File: config.mk
export PLATFORM = sky130hd
export DESIGN_NAME = bridge_out_modes
export DESIGN_NICKNAME = d
export VERILOG_FILES = /design/src/hdl/bridge_out_pkg.sv /design/src/hdl/bridge_out_modes.sv /design/src/hdl/deadband_delay.sv
export SDC_FILE = /design/constraint.sdc
export NUM_CORES = 1
export LEC_CHECK = 0
export ABC_AREA = 1
export BUFFER_PORTS_ARGS = -buffer_cell sky130_fd_sc_hd__buf_2
export CAP_MARGIN = 20
export CORE_MARGIN = 2
export CORE_UTILIZATION = 35
export DETAILED_ROUTE_END_ITERATION = 10
export SLEW_MARGIN = 20
export SYNTH_ARGS = -nofsm -noshare
export SYNTH_HDL_FRONTEND = slang
export SYNTH_SLANG_ARGS = --single-unit
File: constraint.sdc
create_clock -name CLK_IN -period 3.3 [get_ports CLK_IN]
set_input_delay 0.495 -clock CLK_IN [delete_from_list [all_inputs] [get_ports CLK_IN]]
set_output_delay 0.495 -clock CLK_IN [all_outputs]
set_load 0.02 [all_outputs]
File: src/hdl/bridge_out_pkg.sv
// constants and types for the steered / full-bridge output mode block
`default_nettype none
package bridge_out_pkg;
   localparam int MODE_W  = 3;
   localparam int NUM_OUT = 4;
   localparam int DB_W    = 8;
   // steering register layout: [3:0] enables, [7:4] static levels
   localparam int STEER_W   = 8;
   localparam int STEER_EN  = 0;
   localparam int STEER_DAT = 4;
   localparam logic [STEER_W-1:0] STEER_RST = 8'h00;
   localparam int OUT_A = 0;
   localparam int OUT_B = 1;
   localparam int OUT_C = 2;
   localparam int OUT_D = 3;
   localparam logic [DB_W-1:0] DB_DEFAULT = 8'h04;

   typedef enum logic [MODE_W-1:0] {
      MODE_STEER      = 3'h0,
      MODE_SYNC_STEER = 3'h1,
      MODE_FWD_BRIDGE = 3'h2,
      MODE_REV_BRIDGE = 3'h3
   } mode_t;
endpackage : bridge_out_pkg
`default_nettype wire

File: src/hdl/bridge_out_modes.sv
// output-mode logic: steered and full-bridge mapping of one PWM onto four drives
`default_nettype none
module bridge_out_modes
   import bridge_out_pkg::*;
(
   input  wire logic                      CLK_IN,
   input  wire logic                      SRST_IN,
   input  wire logic                      PWM_IN,
   input  wire logic [MODE_W-1:0]         MODE_SELECT_FIELD_IN,
   input  wire logic [STEER_W-1:0]        OUTPUT_STEERING_REG_IN,
   input  wire logic                      STEER_WRITE_IN,
   input  wire logic [DB_W-1:0]           DEADBAND_COUNT_IN,
   output logic                           DRIVE_OUT_A_OUT,
   output logic                           DRIVE_OUT_B_OUT,
   output logic                           DRIVE_OUT_C_OUT,
   output logic                           DRIVE_OUT_D_OUT
);
   import bridge_out_pkg::*;

   // ----------------------------------------------------------------
   // mode decoding
   // ----------------------------------------------------------------
   function automatic logic mode_is_sync(input logic [MODE_W-1:0] m);
      return mode_t'(m) == MODE_SYNC_STEER;
   endfunction

   function automatic logic mode_is_fwd(input logic [MODE_W-1:0] m);
      return mode_t'(m) == MODE_FWD_BRIDGE;
   endfunction

   function automatic logic mode_is_rev(input logic [MODE_W-1:0] m);
      return mode_t'(m) == MODE_REV_BRIDGE;
   endfunction

   // codes above the two bridge modes are spare and drive nothing
   function automatic logic mode_is_bridge(input logic [MODE_W-1:0] m);
      return mode_is_fwd(m) || mode_is_rev(m);
   endfunction

   // ----------------------------------------------------------------
   // input synchronisation
   // ----------------------------------------------------------------
   logic pwm_meta_ff;
   logic pwm_sync_ff;
   logic pwm_prev_ff;
   logic rise_evt;

   always_ff @(posedge CLK_IN) begin
      if (SRST_IN) begin
         pwm_meta_ff <= 1'b0;
         pwm_sync_ff <= 1'b0;
         pwm_prev_ff <= 1'b0;
      end else begin
         pwm_meta_ff <= PWM_IN;
         pwm_sync_ff <= pwm_meta_ff;
         pwm_prev_ff <= pwm_sync_ff;
      end
   end

   // rising event of the synchronised input releases a pending steering change
   assign rise_evt = pwm_sync_ff && !pwm_prev_ff;

   // ----------------------------------------------------------------
   // steering registers
   // ----------------------------------------------------------------
   logic [NUM_OUT-1:0] steer_en_ff;
   logic [NUM_OUT-1:0] steer_dat_ff;
   logic [NUM_OUT-1:0] pend_en_ff;
   logic               pend_ff;
   logic [NUM_OUT-1:0] wr_en;
   logic               is_sync;

   assign wr_en   = OUTPUT_STEERING_REG_IN[STEER_EN +: NUM_OUT];
   assign is_sync = mode_is_sync(MODE_SELECT_FIELD_IN);

   // static levels are never synchronised
   always_ff @(posedge CLK_IN) begin
      if (SRST_IN) begin
         steer_dat_ff <= STEER_RST[STEER_DAT +: NUM_OUT];
      end else if (STEER_WRITE_IN) begin
         steer_dat_ff <= OUTPUT_STEERING_REG_IN[STEER_DAT +: NUM_OUT];
      end
   end

   always_ff @(posedge CLK_IN) begin
      if (SRST_IN) begin
         pend_en_ff <= STEER_RST[STEER_EN +: NUM_OUT];
         pend_ff    <= 1'b0;
      // a newer write replaces a change that is still pending
      end else if (STEER_WRITE_IN && is_sync) begin
         pend_en_ff <= wr_en;
         pend_ff    <= 1'b1;
      end else if (pend_ff && (rise_evt || !is_sync)) begin
         pend_ff    <= 1'b0;
      end
   end

   always_ff @(posedge CLK_IN) begin
      if (SRST_IN) begin
         steer_en_ff <= STEER_RST[STEER_EN +: NUM_OUT];
      end else if (STEER_WRITE_IN && !is_sync) begin
         steer_en_ff <= wr_en;
      // leaving sync steering applies the pending routing at once
      end else if (pend_ff && (rise_evt || !is_sync)) begin
         steer_en_ff <= pend_en_ff;
      end
   end

   // ----------------------------------------------------------------
   // full-bridge direction and dead-band
   // ----------------------------------------------------------------
   logic dir_rev_ff;
   logic bridge_on_ff;
   logic is_bridge;
   logic is_rev;
   logic dir_change;
   logic mod_pwm;
   logic mod_gated;

   assign is_rev     = mode_is_rev(MODE_SELECT_FIELD_IN);
   assign is_bridge  = mode_is_bridge(MODE_SELECT_FIELD_IN);
   assign dir_change = is_bridge && bridge_on_ff && (is_rev != dir_rev_ff);
   // the delay stage output is one cycle late, so in the cycle of the turn
   // the new leg would still carry the old leg's phase: blank it there
   assign mod_gated  = mod_pwm && !(dir_change && DEADBAND_COUNT_IN != '0);

   always_ff @(posedge CLK_IN) begin
      if (SRST_IN) begin
         dir_rev_ff   <= 1'b0;
         bridge_on_ff <= 1'b0;
      end else begin
         // leaving the bridge modes forgets the turn: re-entry adds no delay
         bridge_on_ff <= is_bridge;
         if (is_bridge) begin
            dir_rev_ff <= is_rev;
         end
      end
   end

   deadband_delay #(
      .W (DB_W)
   ) u_deadband (
      .clk_in     (CLK_IN),
      .srst_in    (SRST_IN),
      .restart_in (dir_change),
      .count_in   (DEADBAND_COUNT_IN),
      .sig_in     (pwm_sync_ff),
      .sig_out    (mod_pwm)
   );

   // ----------------------------------------------------------------
   // output mapping
   // ----------------------------------------------------------------
   logic [NUM_OUT-1:0] drv_ff;
   logic [NUM_OUT-1:0] nxt_drv;
   logic [NUM_OUT-1:0] steer_drv;
   logic               pwm_d1_ff;

   // full-bridge pattern: one leg held fully on, the opposite leg modulated
   function automatic logic [NUM_OUT-1:0] bridge_map(input logic rev, input logic mod);
      logic [NUM_OUT-1:0] pat;
      pat = '0;
      if (rev) begin
         pat[OUT_C] = 1'b1;
         pat[OUT_B] = mod;
      end else begin
         pat[OUT_A] = 1'b1;
         pat[OUT_D] = mod;
      end
      return pat;
   endfunction

   // align the steered path to the delay stage latency
   always_ff @(posedge CLK_IN) begin
      if (SRST_IN) begin
         pwm_d1_ff <= 1'b0;
      end else begin
         pwm_d1_ff <= pwm_sync_ff;
      end
   end

   // each steered output carries the delayed phase or its static level
   for (genvar g = 0; g < NUM_OUT; g++) begin : g_steer
      assign steer_drv[g] = steer_en_ff[g] ? pwm_d1_ff : steer_dat_ff[g];
   end

   always_comb begin
      nxt_drv = '0;
      unique case (mode_t'(MODE_SELECT_FIELD_IN))
         MODE_STEER, MODE_SYNC_STEER: begin
            nxt_drv = steer_drv;
         end
         MODE_FWD_BRIDGE: begin
            nxt_drv = bridge_map(1'b0, mod_gated);
         end
         MODE_REV_BRIDGE: begin
            nxt_drv = bridge_map(1'b1, mod_gated);
         end
         default: begin
            // spare mode codes leave every drive off
            nxt_drv = '0;
         end
      endcase
   end

   // registered drives keep decode glitches off the gate pins
   always_ff @(posedge CLK_IN) begin
      if (SRST_IN) begin
         drv_ff <= '0;
      end else begin
         drv_ff <= nxt_drv;
      end
   end

   assign DRIVE_OUT_A_OUT = drv_ff[OUT_A];
   assign DRIVE_OUT_B_OUT = drv_ff[OUT_B];
   assign DRIVE_OUT_C_OUT = drv_ff[OUT_C];
   assign DRIVE_OUT_D_OUT = drv_ff[OUT_D];
endmodule // bridge_out_modes
`default_nettype wire

File: src/hdl/deadband_delay.sv
// holds a signal low for a programmable count of cycles after a restart; otherwise passes it one cycle late
`default_nettype none
module deadband_delay
   import bridge_out_pkg::*;
#(
   parameter int W = DB_W
) (
   input  wire logic         clk_in,
   input  wire logic         srst_in,
   input  wire logic         restart_in,
   input  wire logic [W-1:0] count_in,
   input  wire logic         sig_in,
   output logic              sig_out
);
   logic [W-1:0] cnt_ff;
   logic         busy_ff;

   always_ff @(posedge clk_in) begin
      if (srst_in) begin
         cnt_ff  <= '0;
         busy_ff <= 1'b0;
      end else if (restart_in && count_in != '0) begin
         cnt_ff  <= count_in;
         busy_ff <= 1'b1;
      end else if (busy_ff) begin
         cnt_ff  <= cnt_ff - {{(W-1){1'b0}}, 1'b1};
         if (cnt_ff == {{(W-1){1'b0}}, 1'b1}) begin
            busy_ff <= 1'b0;
         end
      end
   end

   always_ff @(posedge clk_in) begin
      if (srst_in) begin
         sig_out <= 1'b0;
      end else begin
         sig_out <= sig_in && !busy_ff && !(restart_in && count_in != '0);
      end
   end
endmodule // deadband_delay
`default_nettype wire

# Word-level counts from Yosys, hierarchy flattened
# Index checks and enable logic that the tools add are counted.
# word_totals
register_bits	32
ram_bits	0
out_inout_bits	4
latchBits	0
in_bits	23
mem_count	0
mem_bits_ro	0
# classes
magnitude_cmp	0
n_addsub	1
div	0
reduce_logical	22
muxes	14
n_mul	0
n_eq_ne	5
shift	0
n_bitwise	0
# ops
operator	n
$mux 8	2
$pmux 4 s3	1
$logic_and 1x1->1	10
$mux 1	9
$eq 8x1->1 const B	1
$mux 4	2
$reduce_bool 8->1	1
$sub 8x1->8 const B	1
$eq 3x2->1 const B	2
$reduce_bool 2->1	3
$logic_not 1->1	4
$eq 3x1->1 const B	1
$logic_not 3->1	1
$logic_or 1x1->1	2
$reduce_or 2->1	1
$ne 1x1->1	1

# Longest topological paths before layout
# depth
word_depth	8
depth_mapped	10
ltp_nobuf	10

# Hierarchy
# Synthesis repeated with hierarchy kept, for this count alone.
# hier_totals
cells_unflattened	245
area_unflattened_um2	1660.3
# by_module_without_submodules
module	cells_per_inst	n_inst	area_per_inst_um2	seq_area_each_um2
bridge_out_modes	137	1	974.7	440.4
deadband_delay	108	1	685.7	200.2

# Worst setup path after synthesis
# No wires, ideal clock.
# synth_timing
kind	input to register
from	input MODE_SELECT_FIELD_IN[1]
to	register steer_en_ff[0]
path_stages	8
required_time_ns	3.184
path_buffers	0
slack_ns	1.957
arrival_ns	1.227
setup_time_ns	0.116
cell_sequence	nor2_2 -> nand2_2 -> inv_2 -> o21ai_1 -> nand2_1 -> nand2_1 -> o21ai_0 -> nor2_1
# synth_via
elab_chain_len	5
# synth_rtl
item	line_no	text
start: declaration	bridge_out_modes.sv:9	input wire logic [MODE_W-1:0] MODE_SELECT_FIELD_IN,
$eq 3x1->1 (*)	bridge_out_modes.sv:24	return mode_t'(m) == MODE_SYNC_STEER;
$logic_not 1->1 (*)	bridge_out_modes.sv:101, bridge_out_modes.sv:104	
$logic_or 1x1->1	bridge_out_modes.sv:104	end else if (pend_ff && (rise_evt || !is_sync)) begin
$logic_and 1x1->1	bridge_out_modes.sv:104	
$reduce_bool 2->1 (no line)	-	
end signal: assignment	bridge_out_modes.sv:100	steer_en_ff <= STEER_RST[STEER_EN +: NUM_OUT];
end signal: assignment	bridge_out_modes.sv:102	steer_en_ff <= wr_en;
end signal: assignment	bridge_out_modes.sv:105	steer_en_ff <= pend_en_ff;
end: declaration	bridge_out_modes.sv:66	logic [NUM_OUT-1:0] steer_en_ff;
# Mark *: on every way between the ends. The rest lies on a longest branch, timed or not.
# A chain may end at the register's enable or synchronous reset.

# Final worst setup path
# Same ends and word-level chain as after synthesis.

==> out/summary.txt <==
later-pin clock latency in the skew report -> 290 ps
clock tree from TritonCTS -> done
cells taking the most area after synthesis -> dfxtp_1 41%, nand2_1 12%, nor2_1 10%, nand3_1 8.4%, inv_1 7.3%
count of maximum capacitance violations -> 0
commonest non-fill, non-tap cell in the layout -> nand2_1
most instantiated flip-flop cell in the synthesis netlist -> dfxtp_1
routed length per instance -> 10.97 um
number of instances in the placed design -> 305
wire length of the first global-routing pass -> 6.182 mm
total gr overflow -> 0
Worst VDD drop -> 0.0002605 V
setup_tns -> 0 ps
Worst Setup Path Type -> input pin to register
time the final worst path needs with I/O delays and setup -> 1407 ps
placeable core region -> 0.004294 mm^2
Worst Setup Start Kind -> input pin
H-tree depth -> 2
width of the die -> 70.47 um
Critical Path AT -> 1630 ps
number of hold buffers added after cts -> 0
CTS buffer count -> 5
data required time of the worst path -> 3520 ps
largest buffer count on any clock path -> 2
die area -> 0.004966 mm^2
setup repair after global routing missed its margin -> no
IO Pins -> 27
average vias per placed instance -> 4.725
overall routed net length -> 3.434 mm
Static Leak -> 0.0009058 uW
final cell count without fillers -> 313
number of I/O port buffers -> 26
Reg clk slew, reported paths -> 70 ps
maximum number of pins on one net before global-route repair -> 20
worst-case headroom to the max-slew limit -> 73.40%
cell area after placement -> 0.001712 mm^2
sequential area share after synthesis -> 41.42%
final std cell area, no fill -> 0.001838 mm^2
count of final hold-check violations -> 0
async set-reset flop share out of synthesis -> 0%
library cell occupying the most area in the post-synthesis netlist -> dfxtp_1
worst hold margin -> 406.5 ps
top-area cell type share of the netlist area -> 41.42%
share of cells above drive strength 1 -> 15.71%
root buf cell -> clkbuf_8
Power Density -> 501.1 mW/mm^2
antenna violations before repair -> 0
number of distinct library cell variants in the gate-level netlist after synthesis -> 23
nets@finish -> 285
initial core utilization -> 36.01%
vias post-DR -> 1479
worst hold path class -> input pin to register
Worst-Margin Slew -> 398.5 ps
post-synth design cell area -> 0.001546 mm^2
Sink Count -> 32
placer congestion estimate -> 0.7940
count of inserted antenna diode cells -> 0
Layout Area Growth over Synthesis -> 18.85%
vias in the first global route -> 1404
Gates resized, CTS repair -> 0
number of iterations in the first detailed-routing pass -> 4
final worst path period share -> 42.63%
final worst clock skew -> 6.198 ps
synthesized net count -> 258
type of element capturing the critical path -> register
row cnt -> 24
result of the run -> finished, final reports clean
number of storage elements in the synthesis netlist -> 32
Post-Synthesis Mean Instance Area -> 6.637 um^2
post-CTS setup-driven buffer insertion count -> 0
Detail Route Antenna Nets -> 0
All-Layer GR Usage -> 15.87%
post-synthesis instance total -> 233
final number of max-transition violations -> 0
most used cells in the layout excluding fill and tap cells -> 49 x nand2_1, 42 x nor2_1, 32 x dfxtp_1, 30 x inv_1
count of routing violations after the opening detailed-route iteration -> 64
Max Freq -> 710.8 MHz
number of enable-type register cells in the synthesized netlist -> 0
estimated wirelength of the detail-placed design -> 2.583 mm
number of failing setup endpoints in the final timing report -> 0
Yosys warnings -> 0
highest net fanout along the worst path -> 5
Chip Height -> 70.47 um
number of remaining DRC errors -> 0
per-stage QoR:
step | setup WS [ps] | utilization, % | total power [uW]
final | 1893 | 42.80 | 921.1
after global routing | 1747 | 42.80 | 972.3
after CTS | 1889 | 42.80 | 931.9
after detailed placement | 1584 | 39.86 | 516.8
after global placement | 1594 | 39.86 | 515.7
after floorplan | 1957 | - | 483.7
layer usage:
metal	share of wire, %	global-route usage, %	vias up
li1	-	-	789
met1	47	19.45	660
met2	48	26.52	23
met3	3.9	4.762	7
met4	1.5	5.128	0
met5	0	0	-
registers in the layout (all words and copies together) (netlist names):
signal              flops
bridge_on_ff            1
u_deadband.busy_ff      1
pend_ff                 1
pwm_meta_ff             1
u_deadband.sig_out      1
pend_en_ff              4
pwm_sync_ff             1
steer_dat_ff            4
drv_ff                  4
dir_rev_ff              1
steer_en_ff             4
u_deadband.cnt_ff       8
pwm_d1_ff               1
worst paths after layout:
path	from	endpoint	slack [ps]	cells past startpoint
setup / recovery	MODE_SELECT_FIELD_IN[1]	steer_en_ff[0]	1890	10
hold reg to reg	pwm_meta_ff	pwm_sync_ff	410	2
setup reg to reg	dir_rev_ff	u_deadband.cnt_ff[2]	1990	9
hold / removal	PWM_IN	pwm_meta_ff	410	3
where the power goes:
| group | switching (uW) | internal (uW) |
|---|---|---|
| Clock | 147 | 266 |
| Combinational | 57.8 | 37.2 |
| Sequential | 9.78 | 403 |
critical path, stage by stage:
cell and delay (ps):
buf_2 120, nor2_2 220, nand2_2 140, inv_2 120
o21ai_1 90, nand2_1 60, nand2_1 100, inv_1 130
nor2_1 60, nor2_1 100
synth_stat cells, types with 2 or more instances:
cell,instances
ha_1,2
nor2_2,2
nand4_1,3
nor2_1,42
nand3_1,26
o21ai_0,12
nor3_1,3
dfxtp_1,32
a21oi_1,11
inv_1,30
inv_2,3
nand2_1,49
xnor2_1,2
o211ai_1,3
clkbuf_1,5
layout make-up:
cell class / count / area (um^2)
fillers: 474 / 2456
well taps: 52 / 65.06
clock inverters: 1 / 30.03
flip-flops and latches: 32 / 640.6
clock buffers: 7 / 96.34
inverters: 33 / 123.9
multi-input cells: 162 / 752.0
repair buffers: 26 / 130.1
cells by family (layout without fill, tap and decap cells):
kind of cell,Yosys count,in the layout,synth area share [%]
fa+ha+maj,2,2,1.618
compound gates,30,30,10.68
buf+inv,39,67,9.952
simple gates,127,127,34.63
flops,32,32,41.42
xor+xnor,3,3,1.699
(Power assumes the default switching activity.)
